--- config.mk ---
export PLATFORM = sky130hd
export DESIGN_NAME = bctc_core
export DESIGN_NICKNAME = d
export VERILOG_FILES = /design/src/shared/bctc_pkg.sv /design/src/core/bctc_core.sv
export SDC_FILE = /design/constraint.sdc
export NUM_CORES = 1
export LEC_CHECK = 0
export ABC_AREA = 1
export BUFFER_PORTS_ARGS = -buffer_cell sky130_fd_sc_hd__buf_2
export CAP_MARGIN = 25
export CORE_MARGIN = 2
export CORE_UTILIZATION = 40
export DETAILED_ROUTE_END_ITERATION = 6
export GPL_TIMING_DRIVEN = 1
export PLACE_DENSITY = 0.66
export SLEW_MARGIN = 15
export SYNTH_ARGS = -nofsm -noshare
export SYNTH_HDL_FRONTEND = slang
export SYNTH_SLANG_ARGS = --single-unit
--- constraint.sdc ---
create_clock -name clk_sys -period 2.7 [get_ports clk_sys]
set_input_delay 0.675 -clock clk_sys [delete_from_list [all_inputs] [get_ports clk_sys]]
set_output_delay 0.675 -clock clk_sys [all_outputs]
set_load 0.02 [all_outputs]
--- src/shared/bctc_pkg.sv ---
// Purpose: Constants and types for the battery charge timer control block
// Assumes: One 250 MHz system clock; oscillator ticks arrive as inputs
// Notes:   Counts are in oscillator ticks after the mode-selected divider
package bctc_pkg;

   localparam int CLK_MHZ          = 250;
   localparam int CNT_W            = 10;
   localparam int DIV_W            = 17;
   localparam int SECT_CHARGE      = 22;
   localparam int SECT_DRAIN       = 18;
   localparam int SECT_LEAK        = 27;
   localparam int TRICKLE_FILL_N   = 4;
   localparam int TRICKLE_LEAK_N   = 3;
   localparam int ALERT_PERIODS    = 4;
   localparam int SCAN_LEN         = DIV_W + CNT_W;
   localparam int TAP_BLINK_1HZ    = 13;
   localparam int TAP_BLINK_Q_HZ   = 15;
   localparam int TAP_BLINK_5HZ    = 10;
   localparam int TAP_ALERT_1S     = 13;
   localparam logic [CNT_W-1:0] CNT_MAX  = {CNT_W{1'b1}};
   localparam logic [CNT_W-1:0] CNT_ZERO = '0;

   typedef enum logic [2:0] {
      BCTC_CHARGE,
      BCTC_TRICKLE,
      BCTC_CHG_DIS,
      BCTC_DISCHARGE,
      BCTC_SELF_DIS
   } bctc_mode_type;

   typedef struct packed {
      logic fill_osc;
      logic drain_osc;
      logic leak_osc;
   } bctc_osc_sel_type;

   typedef struct packed {
      logic switch_on;
      logic switch_off_n;
      logic switch_off_oe;
   } bctc_switch_type;

endpackage

--- src/core/bctc_core.sv ---
// Purpose: Mode control, counter, lamp, alert and scan for the charge timer
// Assumes: Oscillator ticks and pin inputs are asynchronous; srst is power-on
// Notes:   Tick is one oscillator period; in scan mode the test clock edge ticks
`timescale 1ns/1ps

module bctc_core
   import bctc_pkg::*;
(
   input  wire logic             clk_sys,
   input  wire logic             srst,
   input  wire logic             osc_tick_in,
   input  wire logic             drain_detect_n,
   input  wire logic             charger_present,
   input  wire logic             scheme_pick,
   input  wire logic             scan_select,
   input  wire logic             test_clock_in,
   input  wire logic             scan_serial_in,
   output logic                  switch_on,
   output logic                  switch_off_n,
   output logic                  switch_off_oe,
   output logic                  status_lamp_n,
   output logic                  status_lamp_oe,
   output logic                  low_charge_alert_n,
   output logic                  low_charge_alert_oe,
   output logic                  fill_osc_en,
   output logic                  drain_osc_en,
   output logic                  leak_osc_en,
   output logic [CNT_W-1:0]      level
);

   logic [2:0] s_osc, s_drn, s_chg, s_scan, s_tck, s_sci, s_sel;
   logic [DIV_W-1:0]  div;
   logic [DIV_W-1:0]  next_div;
   logic [DIV_W-1:0]  blink_div;
   logic [DIV_W-1:0]  next_blink_div;
   logic [CNT_W-1:0]  cnt;
   logic [CNT_W-1:0]  next_cnt;
   logic [2:0]        tr_cnt;
   logic [2:0]        next_tr_cnt;
   logic              tr_leak;
   logic              next_tr_leak;
   logic              stopped_zero;
   logic              next_stopped_zero;
   logic [DIV_W:0]    al_div;
   logic [DIV_W:0]    next_al_div;
   logic [2:0]        al_left;
   logic [2:0]        next_al_left;
   logic              drn_q;
   logic              sel_q;
   logic              tick;
   logic              sect_tick;
   logic              scan_on;
   bctc_mode_type     mode;
   bctc_osc_sel_type  osc;
   bctc_switch_type   sw;
   logic              lamp_on;
   logic              lamp_oe;
   logic              alert_n;
   logic              alert_oe;

   // Two-flop synchronisers for every pin, third stage for edges
   always_ff @(posedge clk_sys)
   begin
      s_osc  <= {s_osc[1:0], osc_tick_in};
      s_drn  <= {s_drn[1:0], drain_detect_n};
      s_chg  <= {s_chg[1:0], charger_present};
      s_scan <= {s_scan[1:0], scan_select};
      s_tck  <= {s_tck[1:0], test_clock_in};
      s_sci  <= {s_sci[1:0], scan_serial_in};
      s_sel  <= {s_sel[1:0], scheme_pick};
   end

   assign scan_on = s_scan[1];
   assign drn_q   = s_drn[1];
   assign sel_q   = s_sel[1];
   // Test clock replaces the oscillator in scan mode
   assign tick = scan_on ? (s_tck[1] & ~s_tck[2]) : (s_osc[1] & ~s_osc[2]);

   function automatic int sections(input bctc_mode_type m);
      unique case (m)
         BCTC_CHARGE, BCTC_TRICKLE:     sections = SECT_CHARGE;
         BCTC_CHG_DIS, BCTC_DISCHARGE:  sections = SECT_DRAIN;
         BCTC_SELF_DIS:                 sections = SECT_LEAK;
      endcase
   endfunction

   // Mode from the charger and drain inputs
   always_comb
   begin
      if (!drn_q)
         mode = s_chg[1] ? BCTC_CHG_DIS : BCTC_DISCHARGE;
      else if (s_chg[1])
         mode = (cnt == CNT_MAX) ? BCTC_TRICKLE : BCTC_CHARGE;
      else
         mode = BCTC_SELF_DIS;
   end

   // Divider length chosen per mode: sections minus counter stages
   assign sect_tick = tick &
                      (div >= DIV_W'((64'd1 << (sections(mode) - CNT_W)) - 1));

   always_comb
   begin
      next_div          = div;
      next_cnt          = cnt;
      next_tr_cnt       = tr_cnt;
      next_tr_leak      = tr_leak;
      next_stopped_zero = stopped_zero;
      next_blink_div    = blink_div;
      if (scan_on && tick)
      begin
         // Chain: scan in -> divider -> counter -> scan out
         {next_div, next_cnt} = {s_sci[1], div, cnt[CNT_W-1:1]};
      end
      else if (tick)
      begin
         next_div = sect_tick ? '0 : div + DIV_W'(1);
         // Free-running so lamp taps do not depend on the mode's chain length
         next_blink_div = blink_div + DIV_W'(1);
         if (mode == BCTC_TRICKLE)
         begin
            // Alternate 4 fill periods then 3 leak periods
            if (tr_cnt == 3'((tr_leak ? TRICKLE_LEAK_N : TRICKLE_FILL_N) - 1))
            begin
               next_tr_cnt  = '0;
               next_tr_leak = ~tr_leak;
            end
            else
               next_tr_cnt = tr_cnt + 3'd1;
         end
         else
         begin
            next_tr_cnt  = '0;
            next_tr_leak = 1'b0;
         end
         if (sect_tick)
         begin
            unique case (mode)
               BCTC_CHARGE:    next_cnt = cnt + CNT_W'(1);
               BCTC_TRICKLE:   next_cnt = cnt;
               default:        next_cnt = (cnt == CNT_ZERO) ? cnt : cnt - CNT_W'(1);
            endcase
         end
      end
      if (mode == BCTC_DISCHARGE && cnt == CNT_ZERO)
         next_stopped_zero = 1'b1;
      else if (s_chg[1])
         next_stopped_zero = 1'b0;
   end

   // Alert: drain rising after stop at zero, four periods, charger aborts
   always_comb
   begin
      next_al_div  = al_div;
      next_al_left = al_left;
      if (s_chg[1])
      begin
         next_al_left = '0;
         next_al_div  = '0;
      end
      else if (drn_q && !s_drn[2] && stopped_zero)
      begin
         next_al_left = 3'(ALERT_PERIODS);
         next_al_div  = '0;
      end
      else if (al_left != '0 && tick)
      begin
         next_al_div = al_div + (DIV_W+1)'(1);
         if (al_div == (DIV_W+1)'((1 << (TAP_ALERT_1S + 1)) - 1))
         begin
            // Restart each period so all four periods are equal
            next_al_left = al_left - 3'd1;
            next_al_div  = '0;
         end
      end
   end

   // Output decode
   always_comb
   begin
      osc = '{fill_osc: 1'b0, drain_osc: 1'b0, leak_osc: 1'b0};
      sw  = '{switch_on: 1'b0, switch_off_n: 1'b1, switch_off_oe: 1'b1};
      lamp_on = 1'b0;
      lamp_oe = 1'b1;
      unique case (mode)
         BCTC_CHARGE:
         begin
            osc.fill_osc = 1'b1;
            sw.switch_on = 1'b1;
            lamp_on = sel_q ? blink_div[TAP_BLINK_Q_HZ] : 1'b1;
         end
         BCTC_TRICKLE:
         begin
            osc.fill_osc = ~tr_leak;
            osc.leak_osc = tr_leak;
            sw.switch_on = ~tr_leak;
            lamp_on = sel_q ? 1'b1 : blink_div[TAP_BLINK_1HZ];
         end
         BCTC_CHG_DIS:
         begin
            osc.drain_osc = 1'b1;
            sw.switch_on = 1'b1;
            lamp_on = sel_q ? blink_div[TAP_BLINK_5HZ] : 1'b1;
         end
         BCTC_DISCHARGE:
         begin
            osc.drain_osc = 1'b1;
            sw.switch_off_oe = 1'b0;
            lamp_oe = 1'b0;
         end
         BCTC_SELF_DIS:
         begin
            // Leak node keeps running while the alert needs its periods timed
            osc.leak_osc = (cnt != CNT_ZERO) | (al_left != '0);
            sw.switch_off_oe = 1'b0;
            lamp_oe = 1'b0;
         end
      endcase
      sw.switch_off_n = ~sw.switch_on;
      alert_oe = scan_on | (al_left != '0 & al_div[TAP_ALERT_1S]);
      alert_n  = scan_on ? cnt[0] : 1'b0;
   end

   always_ff @(posedge clk_sys)
   begin
      if (srst)
      begin
         div                 <= '0;
         blink_div           <= '0;
         cnt                 <= CNT_ZERO;
         tr_cnt              <= '0;
         tr_leak             <= 1'b0;
         stopped_zero        <= 1'b0;
         al_div              <= '0;
         al_left             <= '0;
         switch_on           <= 1'b0;
         switch_off_n        <= 1'b1;
         switch_off_oe       <= 1'b0;
         status_lamp_n       <= 1'b1;
         status_lamp_oe      <= 1'b0;
         low_charge_alert_n  <= 1'b1;
         low_charge_alert_oe <= 1'b0;
         fill_osc_en         <= 1'b0;
         drain_osc_en        <= 1'b0;
         leak_osc_en         <= 1'b0;
         level               <= '0;
      end
      else
      begin
         div                 <= next_div;
         blink_div           <= next_blink_div;
         cnt                 <= next_cnt;
         tr_cnt              <= next_tr_cnt;
         tr_leak             <= next_tr_leak;
         stopped_zero        <= next_stopped_zero;
         al_div              <= next_al_div;
         al_left             <= next_al_left;
         switch_on           <= sw.switch_on;
         switch_off_n        <= sw.switch_off_n;
         switch_off_oe       <= sw.switch_off_oe;
         status_lamp_n       <= ~lamp_on;
         status_lamp_oe      <= lamp_oe & lamp_on;
         low_charge_alert_n  <= alert_n;
         low_charge_alert_oe <= alert_oe;
         fill_osc_en         <= osc.fill_osc;
         drain_osc_en        <= osc.drain_osc;
         leak_osc_en         <= osc.leak_osc;
         level               <= cnt;
      end
   end

   a_count_up_charge: assert property (@(posedge clk_sys) disable iff (srst)
      (!scan_on && mode == BCTC_CHARGE && sect_tick) |=> cnt == $past(cnt) + CNT_W'(1))
      else $error("charge count did not rise");
   a_hold_max: assert property (@(posedge clk_sys) disable iff (srst)
      (!scan_on && mode == BCTC_TRICKLE) |=> cnt == CNT_MAX)
      else $error("trickle did not hold maximum");
   a_zero_stop: assert property (@(posedge clk_sys) disable iff (srst)
      (!scan_on && cnt == CNT_ZERO && !s_chg[1]) |=> cnt == CNT_ZERO)
      else $error("counter passed zero");
   a_switch_inverse: assert property (@(posedge clk_sys) disable iff (srst)
      switch_off_n == ~switch_on)
      else $error("complement switch not inverse");
   a_chgdis_switch: assert property (@(posedge clk_sys) disable iff (srst)
      (mode == BCTC_CHG_DIS) |=> (switch_on && drain_osc_en))
      else $error("charge/discharge switch wrong");
   a_discharge_off: assert property (@(posedge clk_sys) disable iff (srst)
      (mode == BCTC_DISCHARGE) |=> (!switch_on && !switch_off_oe && !status_lamp_oe))
      else $error("discharge outputs wrong");
   a_alert_abort: assert property (@(posedge clk_sys) disable iff (srst)
      (s_chg[1] && !scan_on) ##1 !scan_on |=> !low_charge_alert_oe)
      else $error("alert not aborted");
   a_alert_start: assert property (@(posedge clk_sys) disable iff (srst)
      (drn_q && !s_drn[2] && stopped_zero && !s_chg[1]) |=> al_left == 3'(ALERT_PERIODS))
      else $error("alert did not start");
   a_reset_charge: assert property (@(posedge clk_sys)
      srst |=> cnt == CNT_ZERO)
      else $error("reset did not clear counter");

endmodule

# == After elaboration in Yosys (flattened, before gate mapping) ==
# Cells that the tools add are included.
# op_classes
n_addsub,10
mul,0
div,0
magnitude_cmp,1
n_eq_ne,10
shifts,1
n_mux,35
bitwise_logic,13
reduce_logical,26
# op_table
cell,n
one-hot mux 32 bit (3 select lines),1
two-way mux 17 bit,3
two-way mux 10 bit,4
"adder 17 x 1 -> 17 bit, second input constant",2
"<< shifter 1 x 32 -> 17 bit, first input constant",1
"subtractor 32 x 5 -> 32 bit, second input constant",1
two-way mux 3 bit,8
one-hot mux 10 bit (2 select lines),1
"adder 18 x 1 -> 18 bit, second input constant",1
"== test 18 x 14 -> 1 bit, second input constant",1
two-way mux 18 bit,1
>= comparator 17 bit,1
"subtractor 17 x 1 -> 17 bit, second input constant",1
two-way mux 1 bit,13
"adder 10 x 1 -> 10 bit, second input constant",1
"== test 10 bit, second input constant",1
logical NOT 10 bit,1
nonzero test 10 bit,1
nonzero test 2 bit,5
OR reduction 2 bit,5
"subtractor 10 x 1 -> 10 bit, second input constant",1
"== test 3 x 2 -> 1 bit, second input constant",2
inverter 1 bit,6
one-hot mux 1 bit (2 select lines),3
19 further kinds,31
# totals
ff_bits,107
latch_bits,0
ram_bits,0
rom_bits,0
in_bits,9
out_inout_bits,20
n_memories,0

# == Depth between registers and ports, before layout ==
# logic_depth
ltp_word,15
mapped_depth,17
ltp_nobuf,17

# == Worst setup path before layout ==
# OpenSTA, ideal clock, no wires.
# synth_timing
kind,flip-flop to flip-flop
start,register cnt[4]
end,register cnt[6]
t_arrival_ns,2.167
slack_ns,0.401
stages_incl_launch_ff,15
n_path_buf,0
cell_sequence,dfxtp_1 -> nand2_1 -> nor2_1 -> nand3_1 -> nand2_1 -> inv_1 -> fa_1 -> o21ai_0 -> nand2_1 -> nand2_1 -> nand2_1 -> nand3_1 -> o21ai_0 -> nand2_1 -> a21oi_1
# synth_via
elab_chain_cells,14
# synth_rtl
element,line,rtl
start: declaration,bctc_core.sv:36,logic [CNT_W-1:0] cnt;
start signal: assignment,bctc_core.sv:252,cnt <= next_cnt;
== test 10 bit,bctc_core.sv:93,mode = (cnt == CNT_MAX) ? BCTC_TRICKLE : BCTC_CHARGE;
two-way mux 1 bit,bctc_core.sv:93,
two-way mux 3 bit,bctc_core.sv:92,else if (s_chg[1])
two-way mux 3 bit,bctc_core.sv:90,if (!drn_q)
"== test 3 x 2 -> 1 bit, or another cell as far along",bctc_core.sv:80,unique case (m)
OR reduction 2 bit (on tied branches),-,
one-hot mux 32 bit (3 select lines),bctc_core.sv:80,
subtractor 32 x 5 -> 32 bit,bctc_core.sv:100,(div >= DIV_W'((64'd1 << (sections(mode) - CNT_W)) - 1));
<< shifter 1 x 32 -> 17 bit,bctc_core.sv:100,
subtractor 17 x 1 -> 17 bit,bctc_core.sv:100,
>= comparator 17 bit,bctc_core.sv:100,
AND 1 bit,bctc_core.sv:99,assign sect_tick = tick &
nonzero test 2 bit (no source line),-,
AND reduction 4 bit (no source line),-,
# Several ways; a longest one is shown, not always the timed one. The select of a mux whose other input is x is not followed.
# A chain may end at the register's enable or synchronous reset.

# == Worst setup path after layout ==
# layout_timing
start,register s_drn[1]
end,register div[6]
# layout_via
elab_chain_cells,12
# layout_rtl
element,line,rtl
start: declaration,bctc_core.sv:31,"logic [2:0] s_osc, s_drn, s_chg, s_scan, s_tck, s_sci, s_sel;"
start signal: assignment,bctc_core.sv:65,"s_drn <= {s_drn[1:0], drain_detect_n};"
two-way mux 3 bit *,bctc_core.sv:90,
"== test 3 x 2 -> 1 bit, or another cell as far along",bctc_core.sv:80,
OR reduction 2 bit (on tied branches),-,
one-hot mux 32 bit (3 select lines) *,bctc_core.sv:80,
subtractor 32 x 5 -> 32 bit *,bctc_core.sv:100,
<< shifter 1 x 32 -> 17 bit *,bctc_core.sv:100,
subtractor 17 x 1 -> 17 bit *,bctc_core.sv:100,
>= comparator 17 bit *,bctc_core.sv:100,
AND 1 bit *,bctc_core.sv:99,
two-way mux 17 bit *,bctc_core.sv:117,next_div = sect_tick ? '0 : div + DIV_W'(1);
two-way mux 17 bit *,bctc_core.sv:115,else if (tick)
two-way mux 17 bit *,bctc_core.sv:110,if (scan_on && tick)
end signal: assignment,bctc_core.sv:250,div <= next_div;
end: declaration,bctc_core.sv:32,logic [DIV_W-1:0] div;
# Mark *: on every way between the ends. The rest lies on a longest branch, timed or not. The select of a mux whose other input is x is not followed.

==> results by group <==
Synthesis
  • Synthesized area: 5550 µm²
  • Register area share after synthesis: between 30% and 40%
  • FFs w/ async S/R, synth: 0%
  • Top cells by count, synth: nand2_1 (157), dfxtp_1 (106), inv_1 (91)
  • Synth area leaders: dfxtp_1 (38%), nand2_1 (11%), ha_1 (6.3%)
  • Post-Syn Instances: 763
  • Count leader, synth: nand2_1
  • Most common flop cell mapped by yosys: dfxtp_1
  • Top cell type's share of synthesized area: 38.2%
  • Register bit total from synthesis: 106
  • Cell variety after synth: 45
  • Yosys Warn Count: 0
  • Post-synth EDFFs: 0
  • Leading area contributor after synthesis: dfxtp_1
  • Syn avg cell area: between 7 and 8 µm²

Floorplanning
  • Die X: 122 µm
  • # rows: 43
  • Chip height: 122 µm
  • Full die area: 14800 µm²
  • Core area: around 14000 µm²
  • # IOs: 29
  • Starting Density: roughly two fifths

Min path
  • Min-Delay Path Class: reg2reg
  • Hold Path Origin: s_sci[0]$_DFF_P_

Final layout
  • Layout area overhead: 11.9%
  • Share of layout cells above drive strength 1: between 10 and 15%
  • N_diodes: 0
  • Nets: between 800 and 900
  • Utilization after layout: 45.3%
  • Post-route insts no fill: 985

Timing
  • Period utilization: approximately 90%
  • RSZ-0062 raised after global routing: false
  • Skew final: around 0.011 ns
  • Worst Max-Slew Pin Slew: between 0.5 and 0.6 ns
  • Hold slack: 0.327 ns
  • Final Critical Period: 2.44 ns
  • Slew Limit Headroom: a little under two thirds
  • Max Slew Vio Count: 0
  • Max Clk Rate: around 400 MHz
  • Finish-stage setup viols: 0
  • Post-Route Setup TNS: 0 ns
  • Final Hold Fails: 0

Detailed routing
  • Avg WL per Cell: 12.2 µm
  • Initial DRC count: 414
  • Total number of vias: 4831
  • WL final: 12.0 mm
  • DR vias/cell: 4.90
  • Post-DRT Antenna Nets: 0
  • Drt pass-1 iters: 6
  • DRC violations left: 0

Global routing
  • Largest net degree at the start of global routing: 45
  • Vias in the first global route: 4465
  • First-pass GRT wire length: 20.9 mm
  • Initial antenna violation count: 0
  • Gr usage total: 17.4%
  • Total grt overflow: 0

Pwr
  • PnR Total Power: between 3 and 4 mW
  • Worst vdd ir: 0.315 mV
  • Pwr Density: 548 nW/µm²
  • Lkg Pwr: 2.62 nW

Place
  • DP Cell Count: 969
  • Gpl congestion: around 0.84
  • I/O Buffers: 28
  • Dpl hpwl: 8.50 mm

Clock tree
  • Post-CTS sizing: 0
  • CTS H-Tree Depth: 3
  • Root buffer cell: clkbuf_16
  • Total clock sinks: approximately 110
  • Maximum clock path buffer count: 2
  • Post-CTS setup buffers: 0
  • Clock transition at path regs: ~0.070 ns
  • CTS Hold Bufs: 0
  • CTS tree: built
  • Skew-Pair Late Insertion Delay: around 0.36 ns
  • CTS buffer count: 9

Setup path
  • Startpoint types: flip-flop
  • CP endpoint kind: flip-flop
  • Arr. time, crit path: 2.72 ns
  • Worst-path fanout max: 14
  • CP startpoint: s_drn[1]$_DFF_P_
  • Setup CP Type: reg2reg
  • RR Startpoint: s_drn[1]$_DFF_P_
  • Required time worst endpoint: 2.99 ns

Run status
  • Status: finished, final reports clean

Run
  • Max_cap viols: 0
## logic make-up (layout without fill, tap and decap cells)
group,after synthesis,in the layout,share of synthesized area (%)
simple gates,358,358,30.2
compound gates,135,135,13.6
buf+inv,116,155,8.41
flops,106,106,38.2
fa+ha+maj,29,29,6.67
xor+xnor,18,18,2.84
other cells,1,4,0.0676
## critical path: stages, from the launching register on
cell	delay, ns
dfxtp_1	0.42
inv_1	0.08
nor2_1	0.18
inv_1	0.12
ha_1	0.30
a21o_1	0.18
o21ai_0	0.26
nand4_2	0.23
nor2_4	0.34
nand3_1	0.12
a21oi_1	0.14
## stage by stage
stage	worst slack [ns]	cell area, µm²
6_report	0.265	6210
5_1_grt	0.0110	6210
4_1_cts	0.232	6210
3_5_place_dp	0.273	5920
3_3_place_gp	0.269	5920
2_1_floorplan	0.401	5560
## per-layer routing
layer,up-vias,GRT usage (%),wire length [µm]
met5,-,0,0
met2,95,27.1,5220
met1,2142,24.3,6160
li1,2577,-,-
met3,17,2.62,436
met4,0,6.47,233
## layout make-up
cell class | instances | area, µm²
Sequential cell | 106 | 2120
Clock inverter | 5 | 45.0
Tap cell | 180 | 225
Inverter | 100 | 380
Timing Repair Buffer | 39 | 223
Fill cell | 1410 | 7510
Multi-Input combinational cell | 544 | 2970
Clock buffer | 11 | 243
## cell usage in the layout, fill, tap and decap left out, drive strengths merged
master	count
nand3	51
or2	3
inv	101
nor3b	7
nand2	165
nand3b	5
conb	4
o211ai	2
a31oi	3
a211oi	2
nand4	15
nor4	4
clkinvlp	1
a22oi	14
o31ai	1
clkinv	3
a21oi	65
ha	28
nor3	21
xor2	13
buf	39
a21o	1
xnor2	5
a31o	1
o21ai	46
and2	1
nor2	86
fa	1
dfxtp	106
clkbuf	11
## final timing paths
check / cells past startpoint / endpoint / slack (ns)
max reg2reg: 10 / div[6]$_SDFFE_PP0N_ / 0.26
max: 10 / div[6]$_SDFFE_PP0N_ / 0.26
min reg2reg: 0 / s_sci[1]$_DFF_P_ / 0.33
min: 0 / s_sci[1]$_DFF_P_ / 0.33
## report_power, final
group | internal (mW) | switching [mW] | leakage (nW)
sequential | 1.62 | 0.0414 | 0.866
combinational | 0.157 | 0.297 | 1.62
clock | 0.665 | 0.626 | 0.138
## flip-flops by register name (all words and copies together) (netlist names), 2 cells and up
name	count
level	10
s_scan	2
s_sel	2
tr_cnt	3
al_div	18
s_sci	2
cnt	10
blink_div	16
s_chg	2
s_tck	3
al_left	3
s_drn	3
s_osc	3
div	17
(Power assumes the default switching activity.)
